--- src/rtl/wdt_pkg.sv ---
/*
  Shared constants and types for the I/O-read watchdog timer.
  Assumes a 25 MHz core clock and a 16-bit host I/O read port decode.
*/
`default_nettype none
package wdt_pkg;
  localparam int unsigned CLK_HZ = 25000000;
  localparam logic [15:0] DISABLE_PORT_ADDR = 16'h0043;
  localparam logic [15:0] ENABLE_PORT_ADDR = 16'h0443;
  localparam logic [7:0] PORT_READ_DATA = 8'hFF;
  // Period choices in milliseconds, one per strap code
  localparam int unsigned PERIOD_MS_0 = 1000;
  localparam int unsigned PERIOD_MS_1 = 2000;
  localparam int unsigned PERIOD_MS_2 = 5000;
  localparam int unsigned PERIOD_MS_3 = 10000;
  localparam int unsigned TICK_HZ = 1000;
  localparam int unsigned TICK_CYCLES = CLK_HZ / TICK_HZ;
  localparam logic [14:0] TICK_LAST = 15'(TICK_CYCLES - 1);
  localparam logic [15:0] TIMER_ZERO = 16'h0000;
  localparam logic [15:0] TIMER_ONE = 16'h0001;
  localparam int unsigned RESET_PULSE_CYCLES = 16;
  localparam logic [4:0] RESET_PULSE_LAST = 5'(RESET_PULSE_CYCLES - 1);
  localparam logic ACTION_RESET = 1'b0;
  localparam logic ACTION_NMI = 1'b1;
  typedef struct packed {
    logic action;
    logic [1:0] period;
  } straps_t;
  typedef enum logic [2:0] {
    ST_OFF = 3'b001,
    ST_RUN = 3'b010,
    ST_FIRE = 3'b100
  } wdt_state_t;
endpackage
`default_nettype wire

--- src/rtl/sync2.sv ---
/*
  Two-flop synchroniser bank for pin inputs.
  Assumes the single core clock and an active-low asynchronous reset.
*/
`default_nettype none
module sync2 #(
  parameter int W = 1
) (
  input wire logic clk,
  input wire logic rst_b,
  input wire logic [W-1:0] d,
  output logic [W-1:0] q
);
  logic [W-1:0] meta_ff;
  always_ff @(posedge clk or negedge rst_b) begin
    if (!rst_b) begin
      meta_ff <= '0;
      q <= '0;
    end else begin
      meta_ff <= d;
      q <= meta_ff;
    end
  end
endmodule
`default_nettype wire

--- src/rtl/wdt_top.sv ---
/*
  Watchdog timer driven only by host I/O reads of two ports.
  Assumes the host read strobe and address are synchronous to CORE_CLK;
  strap pins are asynchronous and are synchronised here.
*/
`default_nettype none
module wdt_top #(
  // Core cycles per period tick; the default gives a millisecond tick
  parameter int unsigned CYCLES_PER_TICK = wdt_pkg::TICK_CYCLES
) (
  // Clock and reset
  input wire logic CORE_CLK,
  input wire logic RST_B,
  // Host I/O read port
  input wire logic IO_RD,
  input wire logic [15:0] IO_ADDR,
  output logic [7:0] IO_RDATA,
  output logic IO_RDATA_VALID,
  // Board straps
  input wire logic TIMEOUT_ACTION_STRAP,
  input wire logic [1:0] TIMEOUT_PERIOD_STRAPS,
  // Time-out actions and status
  output logic COLD_RESET,
  output logic NMI,
  output logic WDT_RUNNING
);
  localparam logic [14:0] tick_last = 15'(CYCLES_PER_TICK - 1);
  wdt_pkg::straps_t straps_raw;
  wdt_pkg::straps_t straps_sync;
  wdt_pkg::wdt_state_t state_ff;
  logic [14:0] tick_cnt_ff;
  logic tick_ff;
  logic [15:0] timer_ff;
  logic [15:0] reload_val;
  logic [4:0] pulse_cnt_ff;
  logic rd_enable;
  logic rd_disable;

  assign straps_raw = '{action: TIMEOUT_ACTION_STRAP, period: TIMEOUT_PERIOD_STRAPS};

  sync2 #(.W(3)) u_strap_sync (
    .clk(CORE_CLK),
    .rst_b(RST_B),
    .d(straps_raw),
    .q(straps_sync)
  );

  assign rd_enable = IO_RD && (IO_ADDR == wdt_pkg::ENABLE_PORT_ADDR);
  assign rd_disable = IO_RD && (IO_ADDR == wdt_pkg::DISABLE_PORT_ADDR);

  // Period read live from straps so a jumper change applies at the next reload
  always_comb begin
    unique case (straps_sync.period)
      2'h0: reload_val = 16'(wdt_pkg::PERIOD_MS_0);
      2'h1: reload_val = 16'(wdt_pkg::PERIOD_MS_1);
      2'h2: reload_val = 16'(wdt_pkg::PERIOD_MS_2);
      2'h3: reload_val = 16'(wdt_pkg::PERIOD_MS_3);
    endcase
  end

  // Millisecond tick enable
  always_ff @(posedge CORE_CLK or negedge RST_B) begin
    if (!RST_B) begin
      tick_cnt_ff <= '0;
      tick_ff <= 1'b0;
    end else if (tick_cnt_ff == tick_last) begin
      tick_cnt_ff <= '0;
      tick_ff <= 1'b1;
    end else begin
      tick_cnt_ff <= tick_cnt_ff + 15'h0001;
      tick_ff <= 1'b0;
    end
  end

  always_ff @(posedge CORE_CLK or negedge RST_B) begin
    if (!RST_B) begin
      state_ff <= wdt_pkg::ST_OFF;
      timer_ff <= wdt_pkg::TIMER_ZERO;
      pulse_cnt_ff <= '0;
    end else begin
      unique case (state_ff)
        wdt_pkg::ST_OFF: begin
          if (rd_enable) begin
            state_ff <= wdt_pkg::ST_RUN;
            timer_ff <= reload_val;
          end
        end
        wdt_pkg::ST_RUN: begin
          // Disable wins over a simultaneous tick; only one port can be read at once
          if (rd_disable) begin
            state_ff <= wdt_pkg::ST_OFF;
          end else if (rd_enable) begin
            timer_ff <= reload_val;
          end else if (tick_ff) begin
            if (timer_ff == wdt_pkg::TIMER_ONE) begin
              state_ff <= wdt_pkg::ST_FIRE;
              pulse_cnt_ff <= '0;
            end
            timer_ff <= timer_ff - wdt_pkg::TIMER_ONE;
          end
        end
        wdt_pkg::ST_FIRE: begin
          // Fixed-width pulse; the watchdog then stays off until re-enabled
          if (pulse_cnt_ff == wdt_pkg::RESET_PULSE_LAST) begin
            state_ff <= wdt_pkg::ST_OFF;
          end else begin
            pulse_cnt_ff <= pulse_cnt_ff + 5'h01;
          end
        end
        default: state_ff <= wdt_pkg::ST_OFF;
      endcase
    end
  end

  // Action outputs registered from the sequencer state, one cycle behind it
  always_ff @(posedge CORE_CLK or negedge RST_B) begin
    if (!RST_B) begin
      COLD_RESET <= 1'b0;
      NMI <= 1'b0;
      WDT_RUNNING <= 1'b0;
    end else begin
      COLD_RESET <= (state_ff == wdt_pkg::ST_FIRE) &&
                    (straps_sync.action == wdt_pkg::ACTION_RESET);
      NMI <= (state_ff == wdt_pkg::ST_FIRE) &&
             (straps_sync.action == wdt_pkg::ACTION_NMI);
      WDT_RUNNING <= (state_ff == wdt_pkg::ST_RUN);
    end
  end

  // Reads of either port return all ones, like an undriven data bus
  always_ff @(posedge CORE_CLK or negedge RST_B) begin
    if (!RST_B) begin
      IO_RDATA <= 8'h00;
      IO_RDATA_VALID <= 1'b0;
    end else begin
      IO_RDATA_VALID <= rd_enable || rd_disable;
      IO_RDATA <= (rd_enable || rd_disable) ? wdt_pkg::PORT_READ_DATA : 8'h00;
    end
  end
endmodule
`default_nettype wire

--- config.mk ---
export PLATFORM = sky130hd
export DESIGN_NAME = wdt_top
export DESIGN_NICKNAME = d
export VERILOG_FILES = /design/src/rtl/wdt_pkg.sv /design/src/rtl/sync2.sv /design/src/rtl/wdt_top.sv
export SDC_FILE = /design/constraint.sdc
export NUM_CORES = 1
export LEC_CHECK = 0
export BUFFER_PORTS_ARGS = -buffer_cell sky130_fd_sc_hd__buf_2
export CAP_MARGIN = 40
export CELL_PAD_IN_SITES_DETAIL_PLACEMENT = 1
export CELL_PAD_IN_SITES_GLOBAL_PLACEMENT = 2
export CORE_MARGIN = 5
export CORE_UTILIZATION = 31
export DETAILED_ROUTE_END_ITERATION = 10
export GPL_TIMING_DRIVEN = 0
export PLACE_DENSITY = 0.7
export SLEW_MARGIN = 20
export SYNTH_ARGS = -nofsm -noshare
export SYNTH_HDL_FRONTEND = slang
export SYNTH_SLANG_ARGS = --single-unit
--- constraint.sdc ---
create_clock -name CORE_CLK -period 1.9 [get_ports CORE_CLK]
set_input_delay 0.19 -clock CORE_CLK [delete_from_list [all_inputs] [get_ports CORE_CLK]]
set_output_delay 0.19 -clock CORE_CLK [all_outputs]
set_load 0.02 [all_outputs]
**After elaboration in Yosys (flattened, before gate mapping)**

Index checks and enable logic that the tools add are counted.

- Word-level logic and storage cells: 71
- Input port bits: 22
- Output and inout port bits: 12
- Register bits after elaboration: 58

- Reductions and logical operators: 11
- Bitwise operators: 1
- Mux-type cells: 22
- Eq/ne operators: 22
- Add/sub/neg operators: 3

Operators by type and width:

| operator | number |
|---|---|
| $mux 16 | 4 |
| $pmux 16 s4 | 1 |
| $pmux 16 s2 | 1 |
| $mux 5 | 5 |
| $mux 3 | 6 |
| $eq 16x1->1 const B | 1 |
| $eq 16x11->1 const B | 1 |
| $eq 16x7->1 const B | 1 |
| $sub 16x1->16 const B | 1 |
| $add 15x1->15 const B | 1 |
| $eq 15x15->1 const B | 1 |
| $mux 15 | 1 |
| $ne 2x2->1 const B | 7 |
| $ne 3x3->1 const B | 4 |
| $pmux 5 s2 | 1 |
| $pmux 3 s3 | 1 |
| $mux 8 | 1 |
| $reduce_and 6->1 | 1 |
| $add 5x1->5 const B | 1 |
| $eq 5x4->1 const B | 1 |
| $reduce_and 5->1 | 1 |
| $eq 2x2->1 const B | 2 |
| $logic_and 1x1->1 | 4 |
| $reduce_and 4->1 | 1 |
| other kinds (9) | 10 |

**Logic depth before layout (Yosys ltp)**

- Depth after elaboration: 6
- Mapped depth: 8
- Gate-level depth less buffers: 7

**By module**

A second synthesis with hierarchy kept.

- Cells, all modules: 256
- Area, all modules: 2591.2 sq um

Modules (own cells, without submodules):

| module | area an instance (sq um) | sequential area each (sq um) | instances | cells an instance |
|---|---|---|---|---|
| wdt_top | 2441.1 | 1102.3 | 1 | 250 |
| sync2 | 150.1 | 150.1 | 1 | 6 |

**Least setup slack after synthesis**

Ideal clock, no wire load.

- Path kind: register to register
- Start point: register timer_ff[0]
- End point: register timer_ff[12]
- Required time: 1774 ps
- Cell stages (with the launch flop): 7
- Library setup time: 126 ps
- Buffers on the path: 0
- Setup slack: -52 ps
- Data arrival time: 1826 ps
- Period minus slack after synthesis: 1952 ps
- Cells stage by stage: dfrtp_1 > inv_1 > ha_1 > or4b_1 > nor4_2 > a31oi_1 > o32a_1

- Word-level cells in the longest chain between the ends: 5

Ends and longest elaborated chain:

| what | RTL line | text |
|---|---|---|
| start: declaration | wdt_top.sv:33 | `logic [15:0] timer_ff;` |
| start signal: assignment | wdt_top.sv:78 | `timer_ff <= wdt_pkg::TIMER_ZERO;` |
| start signal: assignment | wdt_top.sv:85 | `timer_ff <= reload_val;` |
| start signal: assignment | wdt_top.sv:93 | `timer_ff <= reload_val;` |
| $sub 16x1->16 | wdt_top.sv:99 | `timer_ff <= timer_ff - wdt_pkg::TIMER_ONE;` |
| $mux 16 | wdt_top.sv:94 | `end else if (tick_ff) begin` |
| $mux 16 | wdt_top.sv:92 | `end else if (rd_enable) begin` |
| $mux 16 | wdt_top.sv:90 | `if (rd_disable) begin` |
| $pmux 16 s2 | wdt_top.sv:81 | `unique case (state_ff)` |

Every way passes these cells. The select of a mux whose other input is x is not followed.
A chain may end at the register's enable or synchronous reset.

**Worst setup path in the final report**

Same ends and word-level chain as after synthesis.

==> impl_results.md <==
- Status: finished, violations left
- Failing checks: negative setup slack
- Min Hold Slack: 275 ps
- Slowest library cell on the worst path: or4b_4
- Initial DRT Pass Iterations: 4
- Setup TNS: -27.1 ps
- Yosys reg bits: 50
- Clock tree skew after final layout: around 11 ps
- Layout cell share with drive strength beyond 1: between 30% and 40%
- Slew of the pin with the lowest slew margin: about 660 ps
- Rel. slew slack: roughly 56%
- DRC viols: 0
- DRT iter0 DRCs: 74
- Vias/cell: a little over 5
- Synth unique cells: 55
- GRT Total Usage: 13.7%
- Overflow left after global routing: 0
- Syn Area/Cell: 10.0 sq um
- CTS buffer count: 5
- Post-synth EDFFs: 0
- Top cells by count, synth: dfrtp_1 (49), nor2_1 (25), nand2_1 (20)
- NumNets Final: 339
- Crit-path max cell delay: about 480 ps
- Worst VDD drop: roughly 0.31 mV
- DP Cell Count: 391
- XOR/XNOR Fraction of Synth Area: under 10%
- Fin cells: approximately 420
- Initial antenna violation count: 0
- Synthesized cell area: between 2000 and 3000 sq um
- Clock Sink Count: 50
- ANT cells: 0
- Root Buffer: clkbuf_8
- Top-count cell post-synth: dfrtp_1
- Max-cap violations: 0
- Critical Setup Path Class: flip-flop to flip-flop
- FFs w/ async S/R, synth: 100%
- RSZ-0062 raised after global routing: true
- Routed length per placed instance: 15.7 um
- Syn_nets: 280
- Yosys synthesis warning count: 0
- Largest family of logic cells by synthesized area: simple AND/OR/NAND/NOR gates
- HP Class: primary input to flip-flop
- Startpoint Class: flip-flop
- Power Dens Cells: between 600 and 700 nW/um^2
- ANT nets after route: 0
- Sequential fraction of the synthesis area: about half
- Largest cells by area after synthesis: dfrtp_1 (48%), nor2_1 (3.7%), nand3_1 (3.1%)
- Ys flop type: dfrtp_1
- First-pass GRT wire length: 11200 um
- TritonCTS clock tree: done
- Clk pin slew, worst setup/hold paths: about 100 ps
- Share of the synthesized area in the top cell type: 48.2%
- Full die area: roughly 10000 sq um
- Via count: around 2100
- Syn Inst Count: 253
- Compound-gate portion of the synthesized area: ~13%
- IO buf count: 33
- Simple-Gate Fraction of Synth Area: around a quarter
- FMAX: 519 MHz
- Ports: 34
- CP required: roughly 2100 ps
- Crit-path cells: inv_2, ha_4, or4b_4, nor4_4, buf_4, a31oi_1, o32a_1
- Worst Setup Slack, final: -27.1 ps
- Gpl congestion: 0.781
- Row Count: 33
- Die height: a little over 100 um
- Worst Path Max Fanout: 5
- Mux contribution to synthesized area: ~1.2%
- Lkg Pwr: around 1.5 nW
- Largest area contributor in the netlist: dfrtp_1
- Die X: 101 um
- Htree depth: 2
- Minimum clock period: between 1500 and 2000 ps
- Total Routed Length: between 6000 and 7000 um
- DP Wirelength: around 4500 um
- Arrival @ worst endpoint: 2130 ps
- Final setup fails: 1
- Vias in the first global route: 2266
- Initial core utilization: 31.4%
- Final period util: 101%
- Final Hold Violating Endpoints: 0
- Worst skew pair latency: 300 ps
- Slew Viols, Final: 0
- Clock Tree Buf Depth: 2
- Crit. End Element: flip-flop
- Core area: around 8100 sq um
- Syn-to-layout area delta: 29.5%
- Post-Synth Adder-Cell Area: ~2.5%
- Largest net degree at the start of global routing: between 50 and 60
-- per-stage QoR --
stage	instance area (sq um)	util (%)	power [mW]	setup WS, ps
floorplan	2550	-	1.26	-10.5
global placement	2850	35.2	1.33	-300
detailed placement	2850	35.2	1.34	-308
CTS	3170	39.1	2.02	-146
global route	3290	40.7	2.10	-87.4
finish	3290	40.7	1.99	-27.1
-- where the power goes --
| group | internal, mW | switching, mW |
|---|---|---|
| clock | 0.268 | 0.393 |
| sequential | 1.12 | 0.0487 |
| combinational | 0.0766 | 0.0844 |
-- worst max-delay path, delay by kind of cell (launching register included) --
family | cells | cell delay (ps)
buffers and inverters | 2 | 280
AOI/OAI and AO/OA | 2 | 390
and+or+nand+nor | 2 | 620
adders and majority gates | 1 | 130
DFF | 1 | 410
-- layer usage --
metal	vias to the layer above	part of all wire (%)	GRT usage, %
li1	1027	-	-
met5	-	0	0
met3	4	1.9	1.87
met1	1082	48	18.2
met2	19	49	23.5
met4	0	0.71	3.11
-- what timing repair did --
| action | CTS | global route |
|---|---|---|
| resized for setup | 24 | 20 |
| hold buffers | 4 | 0 |
| endpoints found under the hold margin | 52 | 0 |
| pin swaps | 9 | 7 |
| setup endpoints to repair | 28 | 22 |
| setup buffers | 11 | 5 |
-- area by class of cell --
type | count | area, sq um
multi-input combinational | 177 | 1310
tap | 105 | 131
sequential | 50 | 1260
buffer | 14 | 115
timing repair buffer | 53 | 344
clock buffer | 5 | 68.8
inverter | 11 | 43.8
clock inverter | 3 | 22.5
fill | 934 | 4800
-- final timing paths --
kind	from	endpoint	slack [ps]	cells after the start
setup / recovery	timer_ff[0]$_DFFE_PN0P_	timer_ff[12]$_DFFE_PN0P_	-30	7
hold / removal	IO_ADDR[10]	timer_ff[14]$_DFFE_PN0P_	270	4
setup reg to reg	timer_ff[0]$_DFFE_PN0P_	timer_ff[12]$_DFFE_PN0P_	-30	7
hold reg to reg	u_strap_sync.meta_ff[2]$_DFF_PN0_	u_strap_sync.q[2]$_DFF_PN0_	360	0
max in group asynchronous	RST_B	timer_ff[7]$_DFFE_PN0P_	970	2
min in group asynchronous	RST_B	IO_RDATA[6]$_DFF_PN0_	460	2
-- sequential cells by signal, summed over array words and instances, names as in the netlist --
register / count
tick_cnt_ff: 15
state_ff: 3
NMI: 1
IO_RDATA: 1
u_strap_sync.meta_ff: 3
WDT_RUNNING: 1
timer_ff: 16
pulse_cnt_ff: 5
tick_ff: 1
COLD_RESET: 1
u_strap_sync.q: 3
-- logic make-up (layout without fill, tap and decap cells) --
group / after synthesis / after routing
AND/OR/NAND/NOR: 110 / 110
flip-flops: 50 / 50
AO/OA/AOI/OAI: 45 / 45
buffers and inverters: 26 / 86
XOR/XNOR: 14 / 14
adder cells (fa/ha/maj): 5 / 5
multiplexers: 3 / 3
-- cells in the final DEF (no fill, tap or decap), types with 3 or more instances in the layout --
master         netlist  final
nand2_1             20     18
or3_1                4      3
buf_4                8     24
a31oi_1              4      4
inv_1               11      8
nand4_1              4      4
nor4_4               0      3
nor2_1              25     24
or4_1                4      3
o22ai_1              4      3
a22o_1               4      4
xor2_1               7      7
nor4_1               7      4
and3_1               3      3
buf_2                5     34
xnor2_1              7      6
a21oi_1              9      6
mux2i_1              3      3
nand2b_1             4      3
a22oi_1              3      3
nor4b_2              2      3
clkbuf_8             0      5
nand3_1             16     16
dfrtp_1             49     46
nor3_1               4      3
ha_1                 5      3
o21ai_0              3      3
buf_6                1      3
dfrtp_2              0      3
dlygate4sd3_1        0      4
No activity file was read; power rests on OpenSTA's default activity.
